File: config.mk
export PLATFORM = sky130hd
export DESIGN_NAME = vic_top
export DESIGN_NICKNAME = d
export VERILOG_FILES = /design/src/vic_pkg.sv /design/src/vic_top.sv
export SDC_FILE = /design/constraint.sdc
export NUM_CORES = 2
export LEC_CHECK = 0
export BUFFER_PORTS_ARGS = -buffer_cell sky130_fd_sc_hd__buf_2
export CORE_MARGIN = 2
export CORE_UTILIZATION = 30
export CTS_BUF_LIST = sky130_fd_sc_hd__clkbuf_8
export DETAILED_ROUTE_END_ITERATION = 10
export PLACE_DENSITY_LB_ADDON = 0.1
export SETUP_SLACK_MARGIN = 0.02
export SLEW_MARGIN = 20
export SYNTH_ARGS = -nofsm -noshare
export SYNTH_HDL_FRONTEND = slang
export SYNTH_SLANG_ARGS = --single-unit
File: constraint.sdc
create_clock -name SYS_CLK -period 45.7 [get_ports SYS_CLK]
set_input_delay 9.14 -clock SYS_CLK [delete_from_list [all_inputs] [get_ports SYS_CLK]]
set_output_delay 9.14 -clock SYS_CLK [all_outputs]
set_load 0.01 [all_outputs]
File: src/vic_pkg.sv
// Purpose: Constants and types for the vectored interrupt controller
// Assumes: 32 vectors, eight priority levels, 16-bit code space
// Notes:   Functional notes follow
//
// Functional notes
// - Thirty-two vectors, 0 to 31, each with its own request path.
// - Every vector has its own enable bit.
// - Every vector has a writable three-bit priority, changeable any time.
// - Nesting up to eight levels; higher priority preempts lower running level.
// - Every vector holds a programmable code-space target address.
// - Software write forces a vector pending without hardware request.
// - Software write clears a vector's pending state before service.
// - On take, CPU finishes instruction, pushes PC, fetches vector address.
// - Return-from-interrupt pops PC; controller closes the active level.
// - Equal priority ties go to the lowest vector number.
// - Per-vector selector: fixed line, DMA line or routed line.
// - DMA sources: vectors 0-15 low terminal bus, 16-31 high bus.
// - Routed source of vector n is bit n of 32-bit routed bus.
// - Any source can reach any vector through the routed connection.
// - Fixed lines hardwired per vector table; vectors 2, 26-28 reserved.
// - Port units 0-6 feed vectors 4-10; units 12, 15 feed 11, 12.
package vic_pkg;
   localparam int NUM_VEC     = 32;
   localparam int VEC_W       = 5;
   localparam int PRIO_W      = 3;
   localparam int NUM_LEVELS  = 8;
   localparam int ADDR_W      = 16;
   localparam int DMA_HALF    = 16;
   localparam int PORT_UNITS  = 16;
   localparam logic [ADDR_W-1:0] ADDR_RST = 16'h0000;
   localparam logic [PRIO_W-1:0] PRIO_RST = 3'h7;
   localparam logic [NUM_VEC-1:0] RESERVED_MASK = 32'h1c000004;
   // Fixed-function vector positions
   localparam int V_LVD     = 0;
   localparam int V_ECC     = 1;
   localparam int V_SLEEP   = 3;
   localparam int V_PORT0   = 4;
   localparam int V_PORT12  = 11;
   localparam int V_PORT15  = 12;
   localparam int V_CMP     = 13;
   localparam int V_SC      = 14;
   localparam int V_I2C     = 15;
   localparam int V_CAN     = 16;
   localparam int V_TMR0    = 17;
   localparam int V_USB0    = 21;
   localparam int V_DEC     = 29;
   localparam int V_BUSERR  = 30;
   localparam int V_EEFAULT = 31;
   localparam int N_PORTLOW = 7;
   localparam int N_TMR     = 4;
   localparam int N_USB     = 5;
   typedef enum logic [1:0] {
      SRC_FIXED = 2'h0,
      SRC_DMA   = 2'h1,
      SRC_ROUTE = 2'h2,
      SRC_NONE  = 2'h3
   } src_sel_t;
   typedef enum logic [1:0] {
      ST_IDLE   = 2'h0,
      ST_REQ    = 2'h1
   } take_st_t;
endpackage

File: src/vic_top.sv
// Purpose: Vectored interrupt controller toward the CPU core
// Assumes: Sources are synchronous to SYS_CLK; CPU handshakes on IRQ
// Notes:   Configuration arrives as plain per-vector write ports
`timescale 1ns/1ps
`default_nettype none
module vic_top (
   input  wire logic        SYS_CLK,
   input  wire logic        RESET,
   input  wire logic        CLK_EN,
   // Request lines: fixed-function, DMA terminal and routed
   input  wire logic        LOW_VOLTAGE_DETECT,
   input  wire logic        ECC_ERR,
   input  wire logic        SLEEP_INT,
   input  wire logic [15:0] PORT_INTERRUPT_UNIT,
   input  wire logic        CMP_INT,
   input  wire logic        SC_INT,
   input  wire logic        I2C_INT,
   input  wire logic        CAN_INT,
   input  wire logic [3:0]  TIMER_INT,
   input  wire logic [4:0]  USB_INT,
   input  wire logic        DECIM_INT,
   input  wire logic        BUS_ERR_INT,
   input  wire logic        EEPROM_FAULT,
   input  wire logic [15:0] DMA_TERMINAL_OUT_LOW,
   input  wire logic [15:0] DMA_TERMINAL_OUT_HIGH,
   input  wire logic [31:0] ROUTED_INT,
   // Per-vector configuration writes
   input  wire logic        CFG_WE,
   input  wire logic [4:0]  CFG_VEC,
   input  wire logic        CFG_ENABLE,
   input  wire logic [2:0]  CFG_PRIO,
   input  wire logic [1:0]  CFG_SRC,
   input  wire logic [15:0] CFG_ADDR,
   input  wire logic [31:0] SW_SET_PEND,
   input  wire logic [31:0] SW_CLR_PEND,
   // CPU side
   input  wire logic        IRQ_ACK,
   input  wire logic        RETURN_FROM_INTERRUPT_INSTR,
   output logic             IRQ,
   output logic [4:0]       IRQ_VEC,
   output logic [15:0]      IRQ_ADDR,
   output logic [31:0]      PENDING,
   output logic [7:0]       ACTIVE_LEVELS
);
   logic [31:0]                 enable_r;
   logic [vic_pkg::PRIO_W-1:0]  prio_r   [vic_pkg::NUM_VEC];
   logic [1:0]                  src_r    [vic_pkg::NUM_VEC];
   logic [vic_pkg::ADDR_W-1:0]  addr_r   [vic_pkg::NUM_VEC];
   logic [31:0]                 pend_r;
   logic [31:0]                 pend_nxt;
   logic [7:0]                  act_r;
   logic [31:0]                 fixed_vec;
   logic [31:0]                 dma_vec;
   logic [31:0]                 req_vec;
   logic                        win_valid;
   logic [4:0]                  win_vec;
   logic [2:0]                  win_prio;
   logic                        preempt;
   logic                        irq_r;
   logic [4:0]                  irq_vec_r;
   logic [15:0]                 irq_addr_r;
   vic_pkg::take_st_t           st_r;
   logic                        take;

   // Lowest set bit index of an 8-bit level mask
   function automatic logic [3:0] low_level(input logic [7:0] m);
      logic [3:0] r;
      r = 4'h8;
      for (int i = 7; i >= 0; i--) begin
         if (m[i]) begin
            r = 4'(i);
         end
      end
      return r;
   endfunction

   // Fixed-function wiring
   always_comb begin
      fixed_vec = '0;
      fixed_vec[vic_pkg::V_LVD] = LOW_VOLTAGE_DETECT;
      fixed_vec[vic_pkg::V_ECC] = ECC_ERR;
      fixed_vec[vic_pkg::V_SLEEP] = SLEEP_INT;
      for (int i = 0; i < vic_pkg::N_PORTLOW; i++) begin
         fixed_vec[vic_pkg::V_PORT0+i] = PORT_INTERRUPT_UNIT[i];
      end
      fixed_vec[vic_pkg::V_PORT12] = PORT_INTERRUPT_UNIT[12];
      fixed_vec[vic_pkg::V_PORT15] = PORT_INTERRUPT_UNIT[15];
      fixed_vec[vic_pkg::V_CMP] = CMP_INT;
      fixed_vec[vic_pkg::V_SC] = SC_INT;
      fixed_vec[vic_pkg::V_I2C] = I2C_INT;
      fixed_vec[vic_pkg::V_CAN] = CAN_INT;
      for (int i = 0; i < vic_pkg::N_TMR; i++) begin
         fixed_vec[vic_pkg::V_TMR0+i] = TIMER_INT[i];
      end
      for (int i = 0; i < vic_pkg::N_USB; i++) begin
         fixed_vec[vic_pkg::V_USB0+i] = USB_INT[i];
      end
      fixed_vec[vic_pkg::V_DEC] = DECIM_INT;
      fixed_vec[vic_pkg::V_BUSERR] = BUS_ERR_INT;
      fixed_vec[vic_pkg::V_EEFAULT] = EEPROM_FAULT;
      fixed_vec = fixed_vec & ~vic_pkg::RESERVED_MASK;
   end

   assign dma_vec = {DMA_TERMINAL_OUT_HIGH, DMA_TERMINAL_OUT_LOW};

   // Source selection per vector
   always_comb begin
      for (int v = 0; v < vic_pkg::NUM_VEC; v++) begin
         case (vic_pkg::src_sel_t'(src_r[v]))
            vic_pkg::SRC_FIXED: req_vec[v] = fixed_vec[v];
            vic_pkg::SRC_DMA:   req_vec[v] = dma_vec[v];
            vic_pkg::SRC_ROUTE: req_vec[v] = ROUTED_INT[v];
            default:            req_vec[v] = 1'b0;
         endcase
      end
   end

   // Configuration store
   always_ff @(posedge SYS_CLK or posedge RESET) begin
      if (RESET) begin
         enable_r <= '0;
         for (int v = 0; v < vic_pkg::NUM_VEC; v++) begin
            prio_r[v] <= vic_pkg::PRIO_RST;
            src_r[v]  <= vic_pkg::SRC_FIXED;
            addr_r[v] <= vic_pkg::ADDR_RST;
         end
      end else if (CLK_EN && CFG_WE) begin
         enable_r[CFG_VEC] <= CFG_ENABLE;
         prio_r[CFG_VEC]   <= CFG_PRIO;
         src_r[CFG_VEC]    <= CFG_SRC;
         addr_r[CFG_VEC]   <= CFG_ADDR;
      end
   end

   // Arbitration: best priority, lowest number on ties
   always_comb begin
      win_valid = 1'b0;
      win_vec   = '0;
      win_prio  = '1;
      for (int v = 0; v < vic_pkg::NUM_VEC; v++) begin
         if (pend_r[v] && enable_r[v] &&
             (!win_valid || prio_r[v] < win_prio)) begin
            win_valid = 1'b1;
            win_vec   = 5'(v);
            win_prio  = prio_r[v];
         end
      end
   end

   // Preempts only a strictly better level than any active one
   assign preempt = win_valid &&
                    ({1'b0, win_prio} < low_level(act_r));
   assign take = irq_r && IRQ_ACK;

   // Pending state
   always_comb begin
      pend_nxt = pend_r & ~SW_CLR_PEND;
      if (take) begin
         pend_nxt[irq_vec_r] = 1'b0;
      end
      pend_nxt = pend_nxt | SW_SET_PEND | (req_vec & enable_r);
   end

   always_ff @(posedge SYS_CLK or posedge RESET) begin
      if (RESET) begin
         pend_r <= '0;
      end else if (CLK_EN) begin
         pend_r <= pend_nxt;
      end
   end

   // Request handshake toward the CPU
   always_ff @(posedge SYS_CLK or posedge RESET) begin
      if (RESET) begin
         st_r       <= vic_pkg::ST_IDLE;
         irq_r      <= 1'b0;
         irq_vec_r  <= '0;
         irq_addr_r <= '0;
      end else if (CLK_EN) begin
         case (st_r)
            vic_pkg::ST_IDLE: begin
               if (preempt && !RETURN_FROM_INTERRUPT_INSTR) begin
                  st_r       <= vic_pkg::ST_REQ;
                  irq_r      <= 1'b1;
                  irq_vec_r  <= win_vec;
                  irq_addr_r <= addr_r[win_vec];
               end
            end
            vic_pkg::ST_REQ: begin
               if (take || !pend_r[irq_vec_r] || !enable_r[irq_vec_r]) begin
                  st_r  <= vic_pkg::ST_IDLE;
                  irq_r <= 1'b0;
               end
            end
            default: begin
               st_r  <= vic_pkg::ST_IDLE;
               irq_r <= 1'b0;
            end
         endcase
      end
   end

   // Active priority level stack
   always_ff @(posedge SYS_CLK or posedge RESET) begin
      if (RESET) begin
         act_r <= '0;
      end else if (CLK_EN) begin
         if (take) begin
            act_r[prio_r[irq_vec_r]] <= 1'b1;
         end else if (RETURN_FROM_INTERRUPT_INSTR && act_r != '0) begin
            act_r[3'(low_level(act_r))] <= 1'b0;
         end
      end
   end

   assign IRQ           = irq_r;
   assign IRQ_VEC       = irq_vec_r;
   assign IRQ_ADDR      = irq_addr_r;
   assign PENDING       = pend_r;
   assign ACTIVE_LEVELS = act_r;

   // Lower-numbered rival that should have won
   logic tie_lower;
   always_comb begin
      tie_lower = 1'b0;
      for (int v = 0; v < vic_pkg::NUM_VEC; v++) begin
         if (5'(v) < win_vec && pend_r[v] && enable_r[v] &&
             prio_r[v] <= win_prio) begin
            tie_lower = 1'b1;
         end
      end
   end
endmodule // vic_top
`default_nettype wire

==> metrics.md <==
| Metric | Value |
|---|---|
| GPL Wtd Cong | 0.8631 |
| Run status | finished clean |
| Drt wl/cell | 25.86 um |
| First drt pass iteration count | 5 |
| Area growth, synth to finish | 16.73% |
| Gate power share | 0.554 |
| Syn nets | 3939 |
| TritonCTS clock tree | done |
| First-pass GRT wire length | 224.7 mm |
| P_sw | 1.662 mW |
| Die area | 141600 um^2 |
| Setup Viol. Count Final | 0 |
| Slowest stage delay, CP | 880 ps |
| Share of layout cells above drive strength 1 | 0.3856 |
| Number of synthesized flops with an enable pin | 0 |
| Nets@finish | 4224 |
| WP data arrival | 43320 ps |
| CTS clock-pin slew for the worst setup and hold paths | 60 ps |
| Drc violations | 0 |
| Post-synthesis cell type count | 111 |
| # hold bufs at CTS | 0 |
| Net Sw Frac | 0.4689 |
| Number of port buffers | 250 |
| Tmin final | 42520 ps |
| Endpoints failing hold | 0 |
| Worst skew pair latency | 880 ps |
| Slowest stage cell, crit path | nor2_2 |
| Final period util | 0.9304 |
| Synth Register Bits | 766 |
| Fin util | 0.3529 |
| Setup CP Type | flip-flop to flip-flop |
| Pint | 1.883 mW |
| Vias in the first global route | 32070 |
| Antenna violations before repair | 16 |
| Post-DP HPWL | 101.9 mm |
| Avg Inst Size Synth | 11.23 um^2 |
| # Max-Cap Violations | 0 |
| Largest net degree at the start of global routing | 156 |
| Num CTS Buffers | 149 |
| DR iter-0 viols | 2121 |
| Most frequent cells in the layout | 739 x mux2_2, 668 x dfrtp_1, 325 x nand2_1 |
| Hold Path Class | flip-flop to flip-flop |
| WHS | 493.9 ps |
| Register area share after synthesis | 0.4640 |
| DRT antenna net count | 0 |
| Pwr Density | 73.06 nW/um^2 |
| Global route overflow | 0 |
| Mean number of vias per cell | 5.356 |
| Final Max Tran Viols | 0 |
| Final clock skew | 46.61 ps |
| Cell count after synthesis | 3700 |
| Die extent in x | 376.2 um |
| Clock sink count | 766 |
| Most used cell, CP | ha_1 |
| Synth Warn # | 0 |
| CP Capture Type | flip-flop |
| Critical Path Fanout Max | 30 |
| Overall power | 3.545 mW |
| Vias | 31620 |
| Initial Utilization | 0.3023 |
| Root buffer cell | clkbuf_8 |
| H-tree levels | 4 |
| Routed WL | 152.7 mm |
| Die height | 376.2 um |
| Row count | 136 |
| Core area | 137500 um^2 |
| Synthesized area | 41570 um^2 |
| Max rail drop VDD | 91.57 uV |
| Main flop type after synthesis | dfrtp_1 |
| Worst-Margin Slew | 1190 ps |
| Fmax | 23.52 MHz |
| Leak | 21.97 nW |
| Final WS setup | 3179 ps |
| Worst slack at placement | 1167 ps |
| Seq pwr share | 0.249 |
| Clock Path Buffers | 3 |
| Worst endpoint required time | 46500 ps |
| I/O pins | 258 |
| Rel. slew slack | 0.2012 |
| Clock power frac | 0.197 |
| FFs w/ async S/R, synth | 1.000 |
| Type of origin of the critical path | flip-flop |
| Gr usage total | 0.2138 |
| Most common cell after layout, fill and taps aside | mux2_2 |
[cell usage after synthesis (all sizes together) (9+ instances only)]
cell | number | area [um^2]
mux4 | 42 | 945.9
nand2b | 25 | 156.4
a211o | 11 | 96.34
a21o | 61 | 457.9
o221ai | 17 | 155.1
o22ai | 26 | 162.7
inv | 81 | 304.0
o21ai | 195 | 991.0
mux2i | 141 | 1424
or2 | 23 | 143.9
a31oi | 22 | 143.9
and2 | 40 | 250.2
o21bai | 9 | 71.32
nor3b | 9 | 67.56
nor2 | 197 | 759.5
a22o | 31 | 271.5
mux2 | 745 | 8397
o2111ai | 19 | 172.7
o22a | 13 | 113.9
a22oi | 24 | 185.2
nand4b | 12 | 105.1
nand4 | 30 | 193.9
ha | 43 | 538.0
clkbuf | 153 | 574.3
o31ai | 10 | 85.08
a41oi | 15 | 131.4
or3 | 17 | 106.4
a32oi | 16 | 140.1
nand2 | 329 | 1237
dfrtp | 670 | 16770
nand3 | 125 | 635.6
a2111oi | 9 | 122.6
o211ai | 44 | 345.3
a21oi | 61 | 309.1
and3 | 23 | 148.9
dfstp | 96 | 2522
nand3b | 36 | 270.3
buf | 92 | 446.7
a211oi | 51 | 402.9
nor3 | 23 | 120.1
[power groups by stage]
stage	combinational [mW]	sequential (mW)	clock, mW
after floorplan	1.25	0.853	0
after global placement	1.96	0.891	0
after detailed placement	1.95	0.893	0
after CTS	1.95	0.882	0.726
after global routing	2.12	0.896	0.757
final	1.96	0.881	0.700
[routing by layer]
metal / routed length [um] / vias to the layer above / global-route usage / part of all wire
li1: - / 14320 / - / -
met1: 72440 / 16420 / 0.2984 / 0.47
met2: 71640 / 678 / 0.3473 / 0.47
met3: 5541 / 190 / 0.03030 / 0.036
met4: 3004 / 8 / 0.05464 / 0.020
met5: 57 / - / 0 / 0.00037
[area by class of cell]
type                            instances  area [um^2]
Antenna cell                            4        10.01
Clock buffer                          183         2519
Clock inverter                         88        485.5
Fill cell                           13880        88970
Inverter                               82        315.3
Multi-Input combinational cell       2608        21260
Sequential cell                       766        19290
Tap cell                             1794         2245
Timing Repair Buffer                  378         2390
[final timing paths]
path | from | slack, ps | end | cells past startpoint
worst min register to register | addr_r[173]$_DFFE_PP0P_ | 490 | addr_r[173]$_DFFE_PP0P_ | 1
worst min-delay path | addr_r[173]$_DFFE_PP0P_ | 490 | addr_r[173]$_DFFE_PP0P_ | 1
max in group asynchronous | RESET | 34170 | IRQ_VEC[0]$_DFFE_PP0P_ | 5
worst max-delay path | prio_r[93]$_DFFE_PP1P_ | 3180 | IRQ_ADDR[14]$_DFFE_PP0P_ | 230
min in group asynchronous | RESET | 8450 | addr_r[473]$_DFFE_PP0P_ | 2
worst max register to register | prio_r[93]$_DFFE_PP1P_ | 3180 | IRQ_ADDR[14]$_DFFE_PP0P_ | 230
[registers in the layout (all words and copies together) (netlist names)]
register       count
PENDING           32
src_r             64
IRQ_VEC            5
IRQ                1
IRQ_ADDR          16
prio_r            96
ACTIVE_LEVELS      8
enable_r          32
addr_r           512
[critical path, delay by kind of cell (launching register included)]
kind | cells | cell delay, ps
buffers and inverters | 29 | 2650
and+or+nand+nor | 71 | 11700
muxes | 15 | 4630
adders and majority gates | 30 | 7410
DFF | 1 | 590
AOI/OAI and AO/OA | 85 | 15340
[kinds of logic after synthesis]
logic type | Yosys count | share of synthesized area
AND/OR/NAND/NOR | 904 | 0.1037
multiplexers | 928 | 0.2590
AO/OA/AOI/OAI | 730 | 0.1278
buffers and inverters | 327 | 0.03197
flip-flops | 766 | 0.4640
adder cells (fa/ha/maj) | 45 | 0.01346
[per-stage QoR]
stage / cell area, um^2 / std cells / setup TNS (ps)
2_1_floorplan: 41570 / 3700 / 0
3_3_place_gp: 45230 / 5614 / 0
3_5_place_dp: 45250 / 5615 / 0
4_1_cts: 48260 / 5886 / 0
5_1_grt: 48520 / 5903 / -42.76
6_report: 48520 / 5903 / 0
[what timing repair did]
item / in CTS / in global routing
setup buffers: 0 / 11
resized for setup: 0 / 32
endpoints found under the setup margin: 0 / 22
(Power assumes the default switching activity.)
